===== src/hw/msbp_consts.vh =====
`ifndef MSBP_CONSTS_VH
`define MSBP_CONSTS_VH
// register byte offsets on the bus
`define MSBP_ADDR_MODE 12'h000
`define MSBP_ADDR_CTRL 12'h004
`define MSBP_ADDR_STAT 12'h008
`define MSBP_ADDR_MASK 12'h00C
// mode register field positions
`define MSBP_BIT_START 0
`define MSBP_PAT_LO 1
`define MSBP_PAT_HI 3
`define MSBP_RSV_LO 4
`define MSBP_RSV_HI 5
`define MSBP_BIT_DIR 6
// control register field positions
`define MSBP_BIT_FILL_EN 0
// reset values
`define MSBP_MODE_RST 16'h0000
`define MSBP_CTRL_RST 16'h0000
`define MSBP_MASK_RST 2'h0
// status bits: fill done, fill aborted
`define MSBP_ST_DONE 0
`define MSBP_ST_ABORT 1
// connection memory size
`define MSBP_CM_WORDS 1024
`define MSBP_CM_AW 10
// frames taken by one fill
`define MSBP_FILL_FRAMES 2'h2
`endif


===== src/hw/msbp_fill_seq.v =====
`timescale 1ns/1ps
`default_nettype none
`include "msbp_consts.vh"
// block fill sequencer: walks connection memory over two frames
module msbp_fill_seq (
   input wire clk_i,
   input wire rst_i,
   input wire go_i,
   input wire abort_i,
   input wire frame_i,
   output wire busy_o,
   output reg done_o,
   output reg aborted_o,
   output wire wr_o,
   output wire [`MSBP_CM_AW-1:0] addr_o
);
   localparam ST_IDLE = 2'h0; // waiting for a start
   localparam ST_SYNC = 2'h1; // waiting for a frame boundary
   localparam ST_RUN = 2'h2; // filling during whole frames
   reg [1:0] state_reg;
   reg [1:0] state_next;
   reg [1:0] frames_reg; // complete frames seen in run
   reg [1:0] frames_next;
   reg [`MSBP_CM_AW-1:0] addr_reg; // memory word pointer
   reg [`MSBP_CM_AW-1:0] addr_next;
   assign busy_o = (state_reg != ST_IDLE);
   assign wr_o = (state_reg == ST_RUN) && !abort_i;
   assign addr_o = addr_reg;
   // next state logic
   always @* begin
      state_next = state_reg;
      frames_next = frames_reg;
      addr_next = addr_reg;
      case (state_reg)
         ST_IDLE: begin
            frames_next = 2'h0;
            addr_next = {`MSBP_CM_AW{1'b0}};
            if (go_i) begin
               state_next = ST_SYNC;
            end
         end
         ST_SYNC: begin
            if (abort_i) begin
               state_next = ST_IDLE;
            end else if (frame_i) begin
               state_next = ST_RUN;
            end
         end
         ST_RUN: begin
            addr_next = addr_reg + {{(`MSBP_CM_AW-1){1'b0}}, 1'b1};
            if (abort_i) begin
               state_next = ST_IDLE;
            end else if (frame_i) begin
               frames_next = frames_reg + 2'h1;
               // two complete frames end
               if (frames_reg + 2'h1 == `MSBP_FILL_FRAMES) begin
                  state_next = ST_IDLE;
               end
            end
         end
         default: begin
            state_next = ST_IDLE;
         end
      endcase
   end
   // state registers and one-cycle result pulses
   always @(posedge clk_i) begin
      if (rst_i) begin
         state_reg <= ST_IDLE;
         frames_reg <= 2'h0;
         addr_reg <= {`MSBP_CM_AW{1'b0}};
         done_o <= 1'b0;
         aborted_o <= 1'b0;
      end else begin
         state_reg <= state_next;
         frames_reg <= frames_next;
         addr_reg <= addr_next;
         done_o <= (state_reg == ST_RUN) && !abort_i && (state_next == ST_IDLE);
         aborted_o <= (state_reg != ST_IDLE) && abort_i;
      end
   end
endmodule
`default_nettype wire


===== src/hw/msbp_top.v =====
`timescale 1ns/1ps
`default_nettype none
`include "msbp_consts.vh"
// Operation
// direction bit selects normal or bidirectional streams
// host writes zero to bits 5-4
// bits 3-1 hold the fill pattern
// pattern copied into every memory low word
// start bit rising edge begins the fill
// host writes pattern with start bit
// fill takes two complete frames
// device clears start bit at completion
// clearing start or enable aborts fill
// host keeps other bits during fill
module msbp_top (
   input wire REF_CLK_I,
   input wire RST_I,
   input wire HSEL_I,
   input wire [31:0] HADDR_I,
   input wire [1:0] HTRANS_I,
   input wire HWRITE_I,
   input wire [2:0] HSIZE_I,
   input wire [31:0] HWDATA_I,
   input wire HREADY_I,
   output reg [31:0] HRDATA_O,
   output wire HREADYOUT_O,
   output wire HRESP_O,
   output wire IRQ_O,
   input wire FRAME_I,
   input wire [15:0] SERIAL_IN_LINES_I,
   output wire [15:0] SERIAL_IN_EFF_O,
   output wire [15:0] SERIAL_OUT_OE_O,
   output wire BIDIR_MODE_O,
   input wire [`MSBP_CM_AW-1:0] CM_RD_ADDR_I,
   output reg [2:0] CM_RD_DATA_O
);
   reg [15:0] mode_reg; // internal_mode_select register
   reg [15:0] mode_next; // mode register after this edge
   reg [15:0] ctrl_reg; // control register with block_fill_enable
   reg [15:0] ctrl_next; // control register after this edge
   reg [1:0] stat_reg; // sticky event bits
   reg [1:0] mask_reg; // interrupt mask
   reg [1:0] mask_next; // mask after this edge
   reg [2:0] cm_low_mem [0:`MSBP_CM_WORDS-1]; // connection memory low bits 2-0
   reg dp_wr_reg; // write data phase pending
   reg dp_rd_reg; // read data phase pending
   reg [11:0] dp_addr_reg; // latched address
   reg [1:0] rd_seen_reg; // status bits handed out by the last read
   reg [31:0] rdata_next; // read word chosen in the address phase
   reg start_q_reg; // start bit last cycle

   wire addr_ok; // address phase accepted this cycle
   wire addr_rd; // accepted phase is a read
   wire [11:0] addr_word; // word aligned address of the phase
   wire wr_mode; // data phase writes the mode register
   wire wr_ctrl; // data phase writes the control register
   wire wr_mask; // data phase writes the mask register
   wire rd_stat; // data phase reads the status register
   wire fill_en; // block_fill_enable bit
   wire start_bit; // start bit of the mode register
   wire start_rise; // start went high with enable set
   wire abort_req; // start or enable dropped
   wire seq_busy; // sequencer waiting or filling
   wire seq_done; // one cycle fill done pulse
   wire seq_aborted; // one cycle fill aborted pulse
   wire seq_wr; // memory write strobe
   wire [`MSBP_CM_AW-1:0] seq_addr; // memory word being filled
   wire [1:0] stat_kept; // sticky bits left after a read clear
   wire [1:0] stat_next; // sticky bits after this edge

   // ahb slave: zero wait, always okay
   assign HREADYOUT_O = 1'b1;
   assign HRESP_O = 1'b0;
   // address phase qualifiers
   assign addr_ok = HSEL_I && HREADY_I && HTRANS_I[1];
   assign addr_rd = addr_ok && !HWRITE_I;
   assign addr_word = {HADDR_I[11:2], 2'h0};
   // data phase decodes
   assign wr_mode = dp_wr_reg && (dp_addr_reg == `MSBP_ADDR_MODE);
   assign wr_ctrl = dp_wr_reg && (dp_addr_reg == `MSBP_ADDR_CTRL);
   assign wr_mask = dp_wr_reg && (dp_addr_reg == `MSBP_ADDR_MASK);
   assign rd_stat = dp_rd_reg && (dp_addr_reg == `MSBP_ADDR_STAT);

   // fields that steer the fill
   assign fill_en = ctrl_reg[`MSBP_BIT_FILL_EN];
   assign start_bit = mode_reg[`MSBP_BIT_START];

   // rising start edge
   assign start_rise = start_bit && !start_q_reg && fill_en;
   // abort on start or enable low
   assign abort_req = !start_bit || !fill_en;

   // bidirectional mode forces inputs low
   assign BIDIR_MODE_O = mode_reg[`MSBP_BIT_DIR];
   assign SERIAL_IN_EFF_O = BIDIR_MODE_O ? 16'h0000 : SERIAL_IN_LINES_I;
   // output drivers off while the pins run both ways
   assign SERIAL_OUT_OE_O = BIDIR_MODE_O ? 16'h0000 : 16'hFFFF;
   // interrupt: unmasked sticky bits
   assign IRQ_O = |(stat_reg & mask_reg);
   // a read clears only the bits it reported
   assign stat_kept = stat_reg & ~(rd_stat ? rd_seen_reg : 2'h0);
   // new events set their bits, set beats the clear
   assign stat_next = stat_kept | {seq_aborted, seq_done};

   // fill sequencer, two frame fill
   msbp_fill_seq u_seq (
      .clk_i(REF_CLK_I),
      .rst_i(RST_I),
      .go_i(start_rise),
      .abort_i(abort_req),
      .frame_i(FRAME_I),
      .busy_o(seq_busy),
      .done_o(seq_done),
      .aborted_o(seq_aborted),
      .wr_o(seq_wr),
      .addr_o(seq_addr)
   );

   // address phase capture and registered read data
   always @(posedge REF_CLK_I) begin
      if (RST_I) begin
         // idle bus after reset
         dp_wr_reg <= 1'b0;
         dp_rd_reg <= 1'b0;
         dp_addr_reg <= 12'h000;
         rd_seen_reg <= 2'h0;
         HRDATA_O <= 32'h00000000;
      end else begin
         // data phase follows every accepted address phase
         dp_wr_reg <= addr_ok && HWRITE_I;
         dp_rd_reg <= addr_rd;
         if (addr_ok) begin
            dp_addr_reg <= addr_word;
         end
         // read word and reported status held for the data phase
         if (addr_rd) begin
            HRDATA_O <= rdata_next;
            rd_seen_reg <= stat_kept;
         end
      end
   end

   // read data mux, mode, control and mask from values after this edge, unmapped reads zero
   always @* begin
      // status shows busy and the bits that survive a read clear
      case (addr_word)
         `MSBP_ADDR_MODE: begin
            rdata_next = {16'h0000, mode_next};
         end
         `MSBP_ADDR_CTRL: begin
            rdata_next = {16'h0000, ctrl_next};
         end
         `MSBP_ADDR_STAT: begin
            rdata_next = {29'h00000000, seq_busy, stat_kept};
         end
         `MSBP_ADDR_MASK: begin
            rdata_next = {30'h00000000, mask_next};
         end
         default: rdata_next = 32'h00000000;
      endcase
   end

   // next register values from the data phase write
   always @* begin
      // defaults hold every register
      mode_next = mode_reg;
      ctrl_next = ctrl_reg;
      mask_next = mask_reg;
      // pattern, direction and start written together
      if (wr_mode) begin
         mode_next = {9'h000, HWDATA_I[6:0]};
      end
      // start bit cleared on completion, even against a write
      if (seq_done) begin
         mode_next[`MSBP_BIT_START] = 1'b0;
      end
      // block_fill_enable and the rest of control
      if (wr_ctrl) begin
         ctrl_next = HWDATA_I[15:0];
      end
      // interrupt mask bits
      if (wr_mask) begin
         mask_next = HWDATA_I[1:0];
      end
   end

   // register updates and start edge history
   always @(posedge REF_CLK_I) begin
      if (RST_I) begin
         // all control state to reset values
         mode_reg <= `MSBP_MODE_RST;
         ctrl_reg <= `MSBP_CTRL_RST;
         mask_reg <= `MSBP_MASK_RST;
         stat_reg <= 2'h0;
         start_q_reg <= 1'b0;
      end else begin
         // every register loads its next value
         start_q_reg <= start_bit;
         stat_reg <= stat_next;
         mode_reg <= mode_next;
         ctrl_reg <= ctrl_next;
         mask_reg <= mask_next;
      end
   end

   // write pattern into memory low word
   // no reset: contents are defined only once a fill ran
   always @(posedge REF_CLK_I) begin
      if (seq_wr) begin
         cm_low_mem[seq_addr] <= mode_reg[`MSBP_PAT_HI:`MSBP_PAT_LO];
      end
   end

   // memory read port for the switch core
   always @(posedge REF_CLK_I) begin
      if (RST_I) begin
         // only the read register, the memory itself keeps its words
         CM_RD_DATA_O <= 3'h0;
      end else begin
         CM_RD_DATA_O <= cm_low_mem[CM_RD_ADDR_I];
      end
   end
endmodule
`default_nettype wire


===== config.mk =====
export PLATFORM = sky130hd
export DESIGN_NAME = msbp_top
export DESIGN_NICKNAME = d
export VERILOG_FILES = /design/src/hw/msbp_fill_seq.v /design/src/hw/msbp_top.v
export VERILOG_INCLUDE_DIRS = /design/src /design/src/hw
export SDC_FILE = /design/constraint.sdc
export NUM_CORES = 2
export LEC_CHECK = 0
export BUFFER_PORTS_ARGS = -buffer_cell sky130_fd_sc_hd__buf_2
export CORE_AREA = 2 2 477 479
export DETAILED_ROUTE_END_ITERATION = 10
export DIE_AREA = 0 0 479 481
export GPL_ROUTABILITY_DRIVEN = 0
export PLACE_DENSITY = 0.81
export SYNTH_ARGS = -nofsm -noshare
export SYNTH_HDL_FRONTEND = slang
export SYNTH_HIERARCHICAL = 1
export SYNTH_SLANG_ARGS = --single-unit

===== constraint.sdc =====
create_clock -name REF_CLK_I -period 15.78 [get_ports REF_CLK_I]
set_input_delay 3.156 -clock REF_CLK_I [delete_from_list [all_inputs] [get_ports REF_CLK_I]]
set_output_delay 3.156 -clock REF_CLK_I [all_outputs]
set_load 0.01 [all_outputs]

==> qor.yml <==
run_status:
  outcome: "completed"
layout:
  fin_util: 0.618
  top_register: "cm_low_mem"
  fillers: 14600
  nets: 7284
  syn_to_final_growth_pct: 9.14
  drive_above_1_share: 0.167
  largest_register_ffs: 3072
yosys:
  synth_seq_area_share: 0.735
  ys_warn_count: 6
  synth_edf_count: 3072
  yosys-top-cells-area: "edfxtp_1 (72%), mux4_2 (8.7%), mux2i_1 (4.1%)"
  async_flop_share: 0
  ys_types: 89
  synth_compound_area_frac: 0.0363
  netlist.area_leader.share: 0.721
  post_synth_mux_area_share: 0.143
  synth_xor_area_frac: 0.000411
  avgSynthCellArea_um2: 17.8
  synth_cells: 7178
  synth_area_um2: 128000
  ys_ff_latch: 3158
  synth-simple-area-share: 0.0551
  synth_ff_type: "edfxtp_1"
  synth_common_cells: "edfxtp_1 (3072), nor2_1 (1156), mux2i_1 (518)"
  yosysTopAreaCell: "edfxtp_1"
  synth_most_common_cell: "edfxtp_1"
  synth_top_family_by_area: "multiplexers"
  synthAdderAreaFrac: 0.000196
timing:
  skew_ns: 0.0579
  maxSlewHeadroom: 0.0532
  layout_setup_ws_ns: 8.05
  period_needed_ns: 7.73
  rsz0062_at_grt: "no"
  final.period_utilization: 0.490
  setup_tns_ns: 0
  hold_viol_final: 0
  drv_slew: 0
  worst_slew_pin_slew_ns: 1.41
  setup_violations: 0
  timing.fmax_mhz: 129
job:
  drv_cap: 0
detailed_routing:
  dr.first_iter.drc_count: 12200
  vias_per_cell: 6.85
  ant_nets: 0
  wl_per_cell_um: 32.4
  first_pass_iters: 8
  wl_um: 338000
  num_vias: 71400
  drcViolationCount: 0
cts:
  cts_max_level: 5
  post_cts_buffers: 0
  hold_buffers: 0
  root_buffer: "clkbuf_16"
  clkTransAtPathRegs_ns: 0.06
  cts_resized: 0
  cts_buffers: 310
  cts_tree: "built"
  cts_max_path_buffers: 4
  clock-sinks: 3158
  clock_latency_ns: 0.95
die:
  die_x_um: 479
  num_io_pins: 172
  num_rows: 175
  die_y_um: 481
  die_area_um2: 230000
  initial_core_util: 0.567
  core_um2: 226000
global_routing:
  grt.overflow.total: 0
  grt_pass1_wl_um: 485000
  grt_use_total: 0.290
  antenna_found_initial: 13
  grt_pass1_vias: 70900
  grt_start_max_net_pins: 215
setup_path:
  crit_required_ns: 16.57
  worstPathMaxFanout: 131
  crit_arrival_ns: 8.52
  worstSetupPathType: "input pin to flop"
  crit_path_start_kind: "input pin"
  crit_slowest_cell: "buf_4"
  worstPathCellList: "buf_8, buf_4, buf_12, buf_4, mux4_2, mux4_2, o22ai_1, nor4_1, or3_1, nand4_1, o31ai_2"
  endpoint_kind: "flop"
  crit_path_max_incr_delay_ns: 0.88
power:
  pwr_density_cell_nw_per_um2: 120
  switching_share: 0.205
  p_leak_nw: 36.9
  internal_power_w: 0.0133
  ir_drop_v: 0.000143
  pwr-share-comb: 0.031
  clkPwrFrac: 0.427
  switching_power_w: 0.00343
  p_seq_frac: 0.542
placement:
  io_buffers: 111
  dp_slack_ns: 7.17
  dp_hpwl_um: 179000
min_path:
  hold_class: "flop to flop"
power by group through the flow:
stage / registers [W] / logic [W] / clock network [W]
final: 0.00909 / 0.000513 / 0.00715
after global routing: 0.00908 / 0.000526 / 0.00744
after CTS: 0.00909 / 0.000502 / 0.00715
after detailed placement: 0.00927 / 0.000496 / 0
after global placement: 0.00927 / 0.000488 / 0
after floorplan: 0.00930 / 0.000363 / 0
per-stage QoR:
stage          hold slack (ns)  cells  cell area [um^2]  total power (W)
3_3_place_gp             0.446   9878            130000          0.00975
4_1_cts                  0.458  10400            140000           0.0167
2_1_floorplan            0.416   7194            128000          0.00967
3_5_place_dp             0.447   9878            130000          0.00976
6_report                 0.454  10400            140000           0.0168
5_1_grt                  0.482  10400            140000           0.0170
critical path: cells and delay by family:
kind | cells | cell delay [ns]
and+or+nand+nor | 3 | 0.73
buffers and inverters | 4 | 2.68
muxes | 2 | 0.93
AOI/OAI and AO/OA | 2 | 0.74
worst paths after layout:
check,start,endpoint,slack (ns),depth (start not counted)
max,CM_RD_ADDR_I[1],CM_RD_DATA_O[1]$_SDFF_PP0_,8.05,11
min,dp_addr_reg[7]$_SDFFE_PP0P_,dp_addr_reg[7]$_SDFFE_PP0P_,0.45,2
max reg2reg,mode_reg[2]$_SDFF_PP0_,cm_low_mem[432][1]$_DFFE_PP_,10.67,4
min reg2reg,dp_addr_reg[7]$_SDFFE_PP0P_,dp_addr_reg[7]$_SDFFE_PP0P_,0.45,2
cell usage in the layout (no fill, tap or decap), types with 12 or more instances in the layout:
master,instances
mux4_2,492
mux2i_1,518
nor3_1,137
buf_4,128
nor4_1,30
clkinv_2,51
dfxtp_1,83
inv_1,12
nand2_1,167
edfxtp_1,3072
and2_1,17
o22ai_1,140
clkbuf_16,319
buf_2,107
nand4_1,12
a211oi_1,44
a21oi_1,147
a2111oi_0,17
o21ai_0,51
clkinv_1,52
nand3_1,25
nand3_4,24
bufinv_16,23
clkbuf_1,57
diode_2,15
o221ai_1,183
conb_1,18
mux4_1,72
nor2b_1,25
nor2_1,1151
metal layers:
| layer | up-vias | global-route usage | wire (um) |
|---|---|---|---|
| met1 | 35800 | 0.374 | 111000 |
| li1 | 28500 | - | - |
| met3 | 1172 | 0.0705 | 45600 |
| met5 | - | 0 | 13 |
| met4 | 2 | 0.166 | 22500 |
| met2 | 5854 | 0.456 | 159000 |
layout make-up:
cell class	instances	area [um^2]	share of cell area
timing repair buffer	246	1700	0.0122
inverter	13	61.3	0.000439
clock inverter	145	1290	0.00922
sequential	3158	94000	0.673
antenna	15	37.5	0.000269
clock buffer	378	8220	0.0589
multi-input combinational	3452	30500	0.219
tap	3009	3760	0.0270
kinds of logic (layout without fill, tap and decap cells):
family | Yosys count | after routing
flops | 3158 | 3158
simple gates | 1678 | 1678
mux | 1090 | 1090
compound gates | 658 | 658
buf+inv | 584 | 782
xor+xnor | 6 | 6
fa+ha+maj | 2 | 2
other cells | 2 | 33
(Power assumes the default switching activity.)
